[config.mk]
export PLATFORM = sky130hd
export DESIGN_NAME = pixel_link
export DESIGN_NICKNAME = d
export VERILOG_FILES = /design/src/logic/pixel_link_pkg.sv /design/src/logic/pixel_link.sv
export SDC_FILE = /design/constraint.sdc
export NUM_CORES = 1
export LEC_CHECK = 0
export ABC_AREA = 1
export BUFFER_PORTS_ARGS = -buffer_cell sky130_fd_sc_hd__buf_4
export CAP_MARGIN = 20
export CORE_MARGIN = 2
export CORE_UTILIZATION = 40
export CTS_BUF_LIST = sky130_fd_sc_hd__clkbuf_4 sky130_fd_sc_hd__clkbuf_8
export DETAILED_ROUTE_END_ITERATION = 10
export SYNTH_ARGS = -nofsm -noshare
export SYNTH_HDL_FRONTEND = slang
export SYNTH_SLANG_ARGS = --single-unit
[constraint.sdc]
create_clock -name clock -period 3.8 [get_ports clock]
set_input_delay 0.57 -clock clock [delete_from_list [all_inputs] [get_ports clock]]
set_output_delay 0.57 -clock clock [all_outputs]
set_load 0.1 [all_outputs]
[src/logic/pixel_link_pkg.sv]
/*
   Package for the graphics-side pixel transfer block of the feature connector.
   Holds timing constants, limits and the packed carriers shared by the design.
   Assumes a 125 MHz system clock that samples every connector pin.
*/
package pixel_link_pkg;

   // System clock period in picoseconds (8 ns)
   localparam int unsigned CLOCK_PERIOD_PS   = 8000;
   // Fastest allowed connector clock, 37.5 MHz, as a least period in ps
   localparam int unsigned LINK_MIN_PERIOD_PS = 26667;
   // Least system cycles per connector clock period, rounded up
   localparam int unsigned LINK_MIN_CYCLES   =
      (LINK_MIN_PERIOD_PS + CLOCK_PERIOD_PS - 1) / CLOCK_PERIOD_PS;

   // Reset values
   localparam logic [31:0] PIXEL_RESET       = 32'h0000_0000;
   localparam logic [7:0]  DIVIDE_RESET      = 8'h04;
   localparam logic [7:0]  GENLOCK_DIV_RESET = 8'h04;
   localparam logic [7:0]  GENLOCK_DLY_RESET = 8'h02;

   // Transfer direction of the pixel bus
   typedef enum logic [1:0] {
      MODE_IDLE   = 2'b00,   // Nothing moves
      MODE_OUTPUT = 2'b01,   // Graphics drives pixels out
      MODE_INPUT  = 2'b10    // Video board pushes pixels in
   } link_mode_t;

   // A pixel word with its qualifier
   typedef struct packed {
      logic        valid;    // Word is a real pixel
      logic [31:0] data;     // Pixel value
   } pixel_word_t;

   // Line timing from the display pipeline
   typedef struct packed {
      logic hsync;           // Line sync, high during sync
      logic vsync;           // Frame sync
      logic visible;         // Inside visible display area
   } line_timing_t;

endpackage

[src/logic/pixel_link.sv]
/*
   Graphics-side pixel transfer logic for the feature connector: output mode
   (display clock, blanking, pixel words out), input mode (ready handshake,
   pixels in on the video clock) and a genlock clock aligned to line sync.
   Assumes connector inputs are asynchronous to clock and that the display
   pipeline supplies line timing and pixels on clock.
*/
// Overview of operation
// - Sample both readies on video clock rise
// - Output mode: graphics alone sources pixels
// - Display clock divided from internal clock
// - Blanking low outside visible pixels ignored
// - Output mode ignores both ready signals
// - Fixed sync-to-genlock delay every line
// - Genlock clock programmable, at most 37.5MHz
// - Display and video clocks limited 37.5 MHz
// - Burst of N: ready for N-1; the code needs ready for N
// - Bus direction follows video direction control
// - Full-width input modes use video ready
`timescale 1ns/1ns
module pixel_link
   import pixel_link_pkg::*;
#(
   parameter int unsigned DIV_WIDTH = 8    // Width of divider settings
) (
   input  wire logic                 clock,             // System clock, 125 MHz
   input  wire logic                 reset_n,           // Synchronous reset, active low
   input  wire link_mode_t           mode,              // Requested transfer mode
   input  wire logic [DIV_WIDTH-1:0] display_divide,    // Display clock half period in cycles
   input  wire logic [DIV_WIDTH-1:0] genlock_divide,    // Genlock half period in cycles
   input  wire logic [DIV_WIDTH-1:0] genlock_delay,     // Cycles from sync end to genlock rise
   input  wire logic                 genlock_enable,    // Run genlock clock
   input  wire line_timing_t         timing,            // Line timing from display pipeline
   input  wire logic [31:0]          out_pixel,         // Pixel to send in output mode
   output logic                      out_pixel_taken,   // Pulse: out_pixel latched for the bus
   input  wire logic                 in_accept,         // Graphics can take another input pixel
   output pixel_word_t               in_word,           // Received input pixel, one-cycle valid
   input  wire logic [31:0]          pixel_in,          // Pixel bus, input side
   output logic [31:0]               pixel_out,         // Pixel bus, output side
   output logic                      pixel_oe,          // Pixel bus drive enable, high drives
   input  wire logic                 video_clock,       // Video clock from the video board
   input  wire logic                 video_ready,       // Video ready from the video board
   output logic                      graphics_ready,    // Graphics ready to the video board
   output logic                      video_direction_n, // Low: video drives the pixel bus
   output logic                      display_clock,     // Display clock to the connector
   output logic                      blank_n,           // Blanking, low outside visible area
   output logic                      hsync_out,         // Line sync to the connector
   output logic                      vsync_out,         // Frame sync to the connector
   output logic                      genlock_clock      // Genlock clock to the connector
);

   // Dividers below LINK_MIN_CYCLES/2 would overrun the connector clock limit
   initial begin
      if (DIV_WIDTH < 2 || DIV_WIDTH > 16) begin
         $error("pixel_link: DIV_WIDTH out of range");
      end
   end

   // Half period floor so that a full period never beats 37.5 MHz
   localparam logic [DIV_WIDTH-1:0] MIN_HALF = DIV_WIDTH'((LINK_MIN_CYCLES + 1) / 2);

   logic [DIV_WIDTH-1:0] display_half;       // Clamped display half period
   logic [DIV_WIDTH-1:0] genlock_half;       // Clamped genlock half period
   logic [DIV_WIDTH-1:0] display_count;      // Display divider count
   logic [DIV_WIDTH-1:0] genlock_count;      // Genlock divider count
   logic [DIV_WIDTH-1:0] delay_count;        // Sync-to-genlock delay count
   logic                 delay_run;          // Delay in progress
   logic                 hsync_prev;         // Line sync one cycle ago
   logic                 sync_trailing;      // Line sync just ended
   logic                 display_rise;       // Display clock about to rise
   logic [2:0]           video_clock_sync;          // Video clock synchroniser and history
   logic [1:0]           video_ready_sync;          // Video ready synchroniser
   logic [31:0]          pixel_s1;           // Pixel bus first stage
   logic [31:0]          pixel_s2;           // Pixel bus second stage
   logic                 video_clock_rise;          // Rising video clock seen
   logic                 output_mode;        // Output mode active
   logic                 input_mode;         // Input mode active

   // Clamp both programmed clocks to the connector limit
   assign display_half = (display_divide < MIN_HALF) ? MIN_HALF : display_divide;
   assign genlock_half = (genlock_divide < MIN_HALF) ? MIN_HALF : genlock_divide;
   assign output_mode  = (mode == MODE_OUTPUT);
   assign input_mode   = (mode == MODE_INPUT);
   assign sync_trailing = hsync_prev && !timing.hsync;
   assign display_rise  = !display_clock && (display_count >= display_half - 1'b1);
   // Second and third stages only: the first stage feeds nothing else
   assign video_clock_rise     = video_clock_sync[1] && !video_clock_sync[2];

   // Display clock: integer division of the system clock, runs in output mode
   always_ff @(posedge clock) begin
      if (!reset_n) begin
         display_count <= '0;
         display_clock <= 1'b0;
      end else if (!output_mode) begin
         display_count <= '0;
         display_clock <= 1'b0;
      end else if (display_count >= display_half - 1'b1) begin
         display_count <= '0;
         display_clock <= !display_clock;
      end else begin
         display_count <= display_count + 1'b1;
      end
   end

   // Output pixels, blanking and syncs change with the display clock rise
   always_ff @(posedge clock) begin
      if (!reset_n) begin
         pixel_out       <= PIXEL_RESET;
         blank_n         <= 1'b0;
         hsync_out       <= 1'b0;
         vsync_out       <= 1'b0;
         out_pixel_taken <= 1'b0;
      end else begin
         out_pixel_taken <= 1'b0;
         if (output_mode && display_rise) begin
            blank_n   <= timing.visible;
            hsync_out <= timing.hsync;
            vsync_out <= timing.vsync;
            // Ready signals play no part here
            if (timing.visible) begin
               pixel_out       <= out_pixel;
               out_pixel_taken <= 1'b1;
            end
         end else if (!output_mode) begin
            blank_n <= 1'b0;
         end
      end
   end

   // Bus direction: graphics drives only in output mode
   always_ff @(posedge clock) begin
      if (!reset_n) begin
         pixel_oe          <= 1'b0;
         video_direction_n <= 1'b1;
      end else begin
         pixel_oe          <= output_mode;
         video_direction_n <= !input_mode;
      end
   end

   // Synchronisers for the video clock, video ready and pixel bus
   always_ff @(posedge clock) begin
      if (!reset_n) begin
         video_clock_sync <= 3'b000;
         video_ready_sync <= 2'b00;
         pixel_s1  <= PIXEL_RESET;
         pixel_s2  <= PIXEL_RESET;
      end else begin
         video_clock_sync <= {video_clock_sync[1:0], video_clock};
         video_ready_sync <= {video_ready_sync[0], video_ready};
         pixel_s1  <= pixel_in;
         pixel_s2  <= pixel_s1;
      end
   end

   // Input handshake on each video clock rise; ready is only offered for the
   // next word, so a burst of N needs ready high for N edges
   always_ff @(posedge clock) begin
      if (!reset_n) begin
         graphics_ready <= 1'b0;
         in_word        <= '{valid: 1'b0, data: PIXEL_RESET};
      end else begin
         in_word.valid <= 1'b0;
         if (!input_mode) begin
            graphics_ready <= 1'b0;
         end else if (video_clock_rise) begin
            // Full-width input needs video ready as well
            if (graphics_ready && video_ready_sync[1]) begin
               in_word <= '{valid: 1'b1, data: pixel_s2};
            end
            // Otherwise the video board holds its word
            graphics_ready <= in_accept && timing.visible;
         end
      end
   end

   // Genlock clock: fixed delay from line sync end, then free division
   always_ff @(posedge clock) begin
      if (!reset_n) begin
         hsync_prev    <= 1'b0;
         delay_run     <= 1'b0;
         delay_count   <= '0;
         genlock_count <= '0;
         genlock_clock <= 1'b0;
      end else begin
         hsync_prev <= timing.hsync;
         if (!genlock_enable) begin
            delay_run     <= 1'b0;
            genlock_clock <= 1'b0;
         end else if (sync_trailing) begin
            // Restart each line so the phase never drifts
            delay_run     <= 1'b1;
            delay_count   <= '0;
            genlock_clock <= 1'b0;
         end else if (delay_run) begin
            if (delay_count >= genlock_delay) begin
               delay_run     <= 1'b0;
               genlock_count <= '0;
               genlock_clock <= 1'b1;
            end else begin
               delay_count <= delay_count + 1'b1;
            end
         end else if (genlock_count >= genlock_half - 1'b1) begin
            genlock_count <= '0;
            genlock_clock <= !genlock_clock;
         end else begin
            genlock_count <= genlock_count + 1'b1;
         end
      end
   end

endmodule // pixel_link

## Word level (Yosys, flattened, before mapping)

Cells that the tools add are included.

- Bits in registers: 169
- Bits in latches: 0
- Bits in writable memories: 0
- Bits in read-only memories: 0
- Input bits: 99
- Memories: 0

- $add $sub $neg: 5
- Multiply operators: 0
- Divide/modulo/power cells: 0
- $lt $le $gt $ge: 5
- Equality and inequality tests: 5
- Shifts and indexed selects: 0
- Mux-type cells: 18
- Bitwise logic cells: 4
- Reductions and logical operators: 25

Operators by type and width:

| cell | number |
|---|---|
| 8-bit 2-to-1 mux | 8 |
| 33-bit 2-to-1 mux | 1 |
| 8-bit by 1-bit adder with 8-bit output, second input constant | 3 |
| 8-bit greater-or-equal comparator | 3 |
| 8-bit by 2-bit less-than comparator with 1-bit output, second input constant | 2 |
| 8-bit by 1-bit subtractor with 8-bit output, second input constant | 2 |
| 2-bit AND reduction | 6 |
| 3-bit AND reduction | 4 |
| 1-bit 2-to-1 mux | 9 |
| 1-bit logical AND | 6 |
| 3-bit OR reduction | 2 |
| 1-bit logical NOT | 5 |
| 2-bit by 1-bit != test with 1-bit output, second input constant | 2 |
| 1-bit NOT | 4 |
| 2-bit nonzero test | 2 |
| 2-bit by 1-bit equality test with 1-bit output, second input constant | 1 |
| 2-bit equality test, second input constant | 1 |
| 2-bit != test, second input constant | 1 |

## Depth between registers and ports, before layout

Gate-level depths: netlist (run 1).

- Depth after elaboration: 7
- Mapped depth: 20
- Mapped depth without buffers: 18

## Worst setup path before layout (run 1)

Ideal clock, no wire load.

- Path type: input -> register
- Start point: input display_divide[4]
- End point: register pixel_out[19]
- Arrival: 2.927 ns
- Data required time: 3.687 ns
- Setup slack: 0.761 ns
- Cell stages on the path: 18
- Buffers on the path: 2
- Cells stage by stage: or2_2 nor3_1 nand2_1 nand2_1 ha_1 nand2_1 nor3_1 xor2_1 inv_1 ha_1 nand2_1 o21a_1 nand2_2 nand4_2 buf_6 buf_4 nor2_1 nor2_1

- Longest elaborated chain between the ends: 7

Ends and longest elaborated chain:

| what | RTL line | text |
|---|---|---|
| start: declaration | pixel_link.sv:29 | `input wire logic [DIV_WIDTH-1:0] display_divide,` |
| 8-bit by 2-bit less-than comparator with 1-bit output | pixel_link.sv:80 | `assign display_half = (display_divide < MIN_HALF) ? MIN_HALF : display_divide;` |
| 8-bit 2-to-1 mux (*) | pixel_link.sv:80 |  |
| 8-bit by 1-bit subtractor with 8-bit output (*) | pixel_link.sv:85 | `assign display_rise = !display_clock && (display_count >= display_half - 1'b1);` |
| 8-bit greater-or-equal comparator (*) | pixel_link.sv:85 |  |
| 1-bit logical AND (*) | pixel_link.sv:85 |  |
| 1-bit logical AND (*) | pixel_link.sv:115 | `if (output_mode && display_rise) begin` |
| 2-bit AND reduction (no line) (*) | -- |  |
| end signal: assignment | pixel_link.sv:121 | `pixel_out <= out_pixel;` |
| end: declaration | pixel_link.sv:39 | `output logic [31:0] pixel_out,` |

Mark *: on every way between the ends. The rest lies on a longest branch, timed or not.
A chain may end at the register's enable or synchronous reset.

## Final worst setup path (run 1)

- Start point: input display_divide[4]
- End point: register pixel_out[29]

Same word-level chain as after synthesis.

==> impl_results.md, run 1 <==
- 1st-pass router iterations: 4
- Drt drc: 0
- Endpoints failing setup: 0
- Routed length per instance: ~11 µm
- Cell Rows: between 40 and 50
- TritonCTS buffer count: 17
- Ys Warns: 0
- Post-route insts no fill: approximately 1400
- Vias/cell: roughly 4.3
- Hold_sp: pixel_in[20]
- Max cap viols: 0
- Share of the synthesized area in the top cell type: 0.487
- Die footprint: around 18000 µm²
- Top post-synthesis cells by area: dfxtp_1 49%, nand2_1 13%, nor2_1 9.2%
- WHS Endpoint: pixel_s1[20]$_SDFF_PN0_
- # IOs: about 170
- Clock Pin Slew Worst Setup and Hold Paths: about 0.09 ns
- Status: completed
- Antenna Nets Post-Route: 0
- Clock Tree Root: clkbuf_8
- Antenna Cells: 0
- Initial antenna violation count: 0
- Inst Count DP: roughly 1300
- Slew headroom: 0.591
- Fmax: roughly 0.34 GHz
- Largest net degree at the start of global routing: between 60 and 70
- Max-slew violation count: 0
- CTS tree: yes
- Worst Path Required: about 4.1 ns
- Htree depth: 4
- Synth Instances: between 900 and 1000
- R2R setup slack: 1.92 ns
- Crit Reg-Reg Endpoint: genlock_count[1]$_SDFFE_PN0P_
- Initial core utilization: 0.406
- WS Path Type: primary input to flip-flop
- Post-CTS Setup Bufs: 0
- Maximum vdd drop: 0.234 mV
- Avg Synthesized Cell Area: about 7.3 µm²
- Hold Path Class: primary input to flip-flop
- Tightest Pin Transition: slightly above 0.6 ns
- CP endpoint kind: flip-flop
- Total Wirelength: between 10 and 15 mm
- Tcrit/Tclk final: 0.771
- Syn nets: 1082
- Distinct cells, synth: 30
- Cell count of the worst reg-to-reg path: 13
- Chip width: between 100 and 150 µm
- Clock Latency Late Sink: between 0.4 and 0.5 ns
- Clk sinks: approximately 170
- Final min period: 2.93 ns
- First-pass GRT wire length: 24.3 mm
- RePlAce Congestion: 0.791
- #FFs+latches synth: approximately 170
- Vias in the first global route: around 5200
- Number of nets at the end of the flow: around 1200
- Max clock buf depth: 2
- P&R area growth vs syn: 27.4%
- Worst Clk Skew: around 0.013 ns
- RSZ-0062 raised after global routing: false
- Overall power: 3.38 mW
- Hold path cells: 3
- Pwr Density: about 380 nW/µm²
- Utilization after layout: 0.517
- Hold Fails Final Rpt: 0
- Worst hold margin: a little under 0.3 ns
- Die height: around 140 µm
- GRT overflow: 0
- First DRT Iteration DRCs: roughly 280
- Layout cells sized above 1: 0.196
- CTS Hold Bufs: 0
- Cts repair resizes: 0
- Arr. time, crit path: 3.27 ns
- Sequential area share after synthesis: 0.487
- Worst Path Max Fanout: 66
- Startpoint type of the worst setup path: primary input
- Post-DP HPWL: 10.5 mm
- Core area: between 15000 and 20000 µm²
- Total Routing Usage GR: 0.165
- # fillers: 1738
- Top cell type by total area after synthesis: dfxtp_1
- Setup TNS Final: 0 ns
- Number of port buffers: between 150 and 200
- Via Count: ~5800
- Lkg Pwr: between 4 and 5 nW
- Critical R2R Launch: delay_count[0]$_SDFFE_PN0P_
- Synth Cell Area: between 6000 and 7000 µm²
-- registers in the layout, summed over array words and instances (netlist names), 3 cells and up --
register,flops
delay_count,8
display_count,8
genlock_count,8
in_word,33
pixel_out,32
pixel_s1,32
pixel_s2,32
video_clock_sync,3
-- how the worst max path moves through the flow --
stage / start / slack, ns / depth (start not counted) / end
floorplan: display_divide[4] / 0.76 / 18 / pixel_out[19]$_SDFFE_PN0P_
global placement: display_divide[4] / 0.47 / 19 / pixel_out[22]$_SDFFE_PN0P_
detailed placement: display_divide[4] / 0.41 / 19 / pixel_out[14]$_SDFFE_PN0P_
CTS: display_divide[4] / 0.90 / 19 / pixel_out[14]$_SDFFE_PN0P_
global route: display_divide[4] / 0.63 / 19 / pixel_out[14]$_SDFFE_PN0P_
finish: display_divide[4] / 0.87 / 19 / pixel_out[29]$_SDFFE_PN0P_
-- Yosys cell counts --
cell type    n
nor3_1      12
dfxtp_1    169
a21oi_1     28
clkbuf_1    18
a21boi_0     1
o21a_1       2
o31ai_1      1
buf_2        7
nor3_2       1
xor2_1      13
or2_2        1
buf_4        4
nor3b_1      3
buf_6        2
nand4_2      1
inv_1      160
ha_1        29
nand2_2      2
xnor2_1      4
o21bai_1     2
nand3_4      1
o21ai_0     38
o21ai_1      2
nor2_1     170
nand4_1      7
nand3_1     31
nand2_4      2
inv_2        5
a21o_1       1
nand2_1    237
-- placed cells by master (no fill, tap or decap), types with 2 or more instances in the layout --
| cell | n |
|---|---|
| dfxtp_1 | 169 |
| inv_6 | 4 |
| inv_2 | 5 |
| o21bai_1 | 2 |
| o21a_1 | 2 |
| ha_1 | 29 |
| nand4_1 | 7 |
| nand3_1 | 31 |
| nor3_1 | 12 |
| xnor2_1 | 4 |
| clkinv_4 | 3 |
| o21ai_0 | 38 |
| nand2_2 | 2 |
| buf_4 | 175 |
| nor2_1 | 170 |
| nor3b_1 | 3 |
| inv_1 | 160 |
| nand2_1 | 237 |
| inv_8 | 2 |
| clkinv_8 | 2 |
| a21oi_1 | 28 |
| xor2_1 | 13 |
| nand2_4 | 2 |
| o21ai_1 | 2 |
| clkbuf_8 | 19 |
-- worst max-delay path: stages --
cell	delay, ns
buf_4	0.12
or2_2	0.28
nor3_1	0.20
nand2_1	0.10
nand2_1	0.09
ha_1	0.19
nand2_1	0.09
nor3_1	0.19
xor2_1	0.17
inv_1	0.06
ha_1	0.26
nand2_1	0.08
o21a_1	0.19
nand2_2	0.09
nand4_2	0.09
buf_12	0.26
nand2_1	0.08
nand2_1	0.07
nor2_1	0.04
-- logic make-up after synthesis --
logic type / after synthesis / synth area share
XOR/XNOR: 17 / 0.0214
buffers and inverters: 196 / 0.111
flip-flops: 169 / 0.487
AND/OR/NAND/NOR: 468 / 0.272
adder cells (fa/ha/maj): 29 / 0.0522
AO/OA/AOI/OAI: 75 / 0.0565
-- report_power, final --
part | internal, mW | total, mW | switching, mW
combinational | 0.119 | 0.255 | 0.136
sequential | 1.81 | 1.82 | 0.0135
clock | 0.585 | 1.30 | 0.716
total | 2.51 | 3.38 | 0.865
-- per-stage QoR --
step,setup slack (ns),instance area (µm²)
floorplan,0.761,6950
global placement,0.468,8410
detailed placement,0.414,8410
CTS,0.899,8830
global route,0.632,8860
finish,0.870,8860
-- layer usage --
layer | GRT usage | part of all wire | wire length (µm)
met1 | 0.215 | 0.47 | 6960
met2 | 0.265 | 0.47 | 7030
met3 | 0.0447 | 0.050 | 753
met4 | 0.0550 | 0.014 | 212
met5 | 0 | 0 | 0
-- area by class of cell --
cell class,instances,area (µm²),share of cell area
multi-input combinational,589,2800,0.316
inverter,165,619,0.0699
clock inverter,13,154,0.0174
sequential,169,3380,0.382
clock buffer,19,262,0.0295
tap,225,282,0.0318
timing repair buffer,177,1360,0.154
Power figures use the tool's default switching activity.
==> run 2: changes to the inputs <==
clock period = 2.7 ns   (was 3.8 ns; I/O delays follow)
==> impl_results.md, run 2 (synthesis gave the netlist of run 1 again) <==
- Status: completed
- Worst Path Required: 3.08 ns (-1.06 ns)
- Routed length per instance: 11.5 µm (+4.0%)
- RePlAce Congestion: 0.767 (-3.1%)
- Max cap viols: 0 (unchanged)
- Post-route insts no fill: 1379 (+1.6%)
- Startpoint type of the worst setup path: primary input
- Arr. time, crit path: 2.88 ns (-0.39 ns)
- Clk sinks: 169 (unchanged)
- # IOs: 173 (unchanged)
- Largest net degree at the start of global routing: 107 (+60%)
- Clock Latency Late Sink: 0.45 ns (about the same)
- Initial antenna violation count: 0 (unchanged)
- Via Count: 5948 (+2.3%)
- Overall power: 4.68 mW (+39%)
- WS Path Type: primary input to flip-flop
- Slew headroom: 0.724 (+0.132)
- Tightest Pin Transition: 0.415 ns (-0.196 ns)
- Hold Path Class: primary input to flip-flop
- Initial core utilization: 0.406 (unchanged)
- First DRT Iteration DRCs: 280 (-1.1%)
- Antenna Nets Post-Route: 0 (unchanged)
- Commonest cells after routing, fill and taps aside: 234 x nand2_1, 189 x buf_4, 169 x nor2_1, 169 x dfxtp_1, 160 x inv_1
- Worst hold margin: 0.125 ns (-0.173 ns)
- Max FFs per register: 33 (unchanged)
- Crit-path max cell delay: 0.26 ns (-0.02 ns)
- CP endpoint kind: flip-flop
- Fmax: approximately 0.4 GHz
- Lkg Pwr: 4.94 nW (+3.0%)
- CTS tree: yes
- # fillers: 1728 (-0.58%)
- Endpoints failing setup: 0 (unchanged)
- Drt drc: 0 (unchanged)
- Worst Path Max Fanout: 8 (-88%)
- Worst Clk Skew: 0.0118 ns (-0.000860 ns)
- First-pass GRT wire length: 23.8 mm (-2.2%)
- Core area: 17100 µm² (unchanged)
- Final instance area: 9130 µm² (+3.1%)
- Vias/cell: 4.31 (+0.71%)
- Max-slew violation count: 0 (unchanged)
- Layout cells sized above 1: 0.218 (+0.0214)
- 1st-pass router iterations: 4 (unchanged)
- Clock Tree Root: clkbuf_8
- Cell-by-cell trace of the critical path: buf_4 > or2_4 > nor3_4 > nand2_2 > nand2_2 > ha_4 > nand2_2 > nor3_4 > xor2_1 > inv_1 > ha_1 > nand2_1 > o21a_1 > nand2_2 > nand4_4 > buf_12 > clkbuf_16 > nand2_1 > nand2_1 > nor2_1
- Chip width: 136 µm (unchanged)
- Inst Count DP: 1340 (+1.2%)
- TritonCTS buffer count: 17 (unchanged)
- Total Routing Usage GR: 0.162 (-0.00318)
- Number of port buffers: 172 (unchanged)
- Number of nets at the end of the flow: 1269 (+1.8%)
- Die footprint: 18500 µm² (unchanged)
- Hold Fails Final Rpt: 0 (unchanged)
- Final min period: between 2 and 2.5 ns
- Maximum vdd drop: 0.286 mV (+22%)
- Die height: 136 µm (unchanged)
- Most common cell after layout, fill and taps aside: nand2_1
- Htree depth: 4 (unchanged)
- RSZ-0062 raised after global routing: false
- Total Wirelength: 15.8 mm (+5.7%)
- Clock Pin Slew Worst Setup and Hold Paths: 0.10 ns (about the same)
- Pwr Density: 513 nW/µm² (+34%)
- Cell repeated most along the worst path: nand2_2
- P&R area growth vs syn: 31.3%
- Cell Rows: 48 (unchanged)
- Vias in the first global route: 5070 (-2.5%)
- GRT overflow: 0 (unchanged)
- Max clock buf depth: 2 (unchanged)
- Largest Register: in_word
- Post-DP HPWL: 10.5 mm (about the same)
- Tcrit/Tclk final: 0.924
- Antenna Cells: 0 (unchanged)
- Worst path slowest cell: ha_1
- Dpl cell area: 8580 µm² (+1.9%)
[run 2: report_power, final]
part | leakage [nW] | internal [mW] | total, mW | switching [mW]
clock | 0.202 | 0.695 | 1.74 | 1.04
sequential | 1.38 | 2.55 | 2.57 | 0.0182
combinational | 3.36 | 0.181 | 0.380 | 0.199
[run 2: final cells by class]
class                   instances  area [µm²]  area share
repair buffers                199        1610       0.176
flip-flops and latches        169        3380       0.371
clock inverters                15         150      0.0164
inverters                     165         619      0.0679
multi-input cells             589        2850       0.312
well taps                     225         282      0.0308
clock buffers                  17         234      0.0256
[run 2: critical path, delay by kind of cell]
| family | cells | cell delay, ns |
|---|---|---|
| AOI/OAI and AO/OA | 1 | 0.20 |
| xor gates and xnor gates | 1 | 0.16 |
| adders and majority gates | 2 | 0.39 |
| buffers and inverters | 4 | 0.51 |
| and+or+nand+nor | 12 | 1.18 |
[run 2: path summary, 6_finish.rpt]
path	startpoint	endpoint	slack, ns	cells past startpoint
worst max-delay path	display_divide[4]	pixel_out[25]$_SDFFE_PN0P_	0.21	20
worst min register to register	video_ready_sync[0]$_SDFF_PN0_	video_ready_sync[1]$_SDFF_PN0_	0.42	2
worst max register to register	delay_count[0]$_SDFFE_PN0P_	genlock_count[1]$_SDFFE_PN0P_	0.86	13
worst min-delay path	pixel_in[15]	pixel_s1[15]$_SDFF_PN0_	0.13	3
[run 2: what timing repair did]
item / CTS / global route
hold buffers: 0 / 0
endpoints found under the setup margin: 0 / 34
resized for setup: 0 / 7
setup buffers: 0 / 1
[run 2: metal layers]
| layer | vias to the layer above | track usage | share of wire |
|---|---|---|---|
| li1 | 3249 | - | - |
| met1 | 2563 | 0.205 | 0.46 |
| met2 | 119 | 0.267 | 0.47 |
| met3 | 17 | 0.0391 | 0.049 |
| met4 | 0 | 0.0608 | 0.017 |
| met5 | - | 0 | 0 |
[run 2: stage by stage]
step	util	worst slack, ns	setup TNS (ns)
final	0.533	0.205	0
after global routing	0.533	0.0304	0
after CTS	0.523	0.239	0
after detailed placement	0.501	-0.253	-9.30
after global placement	0.501	-0.189	-6.79
after floorplan	-	-0.0201	-0.403
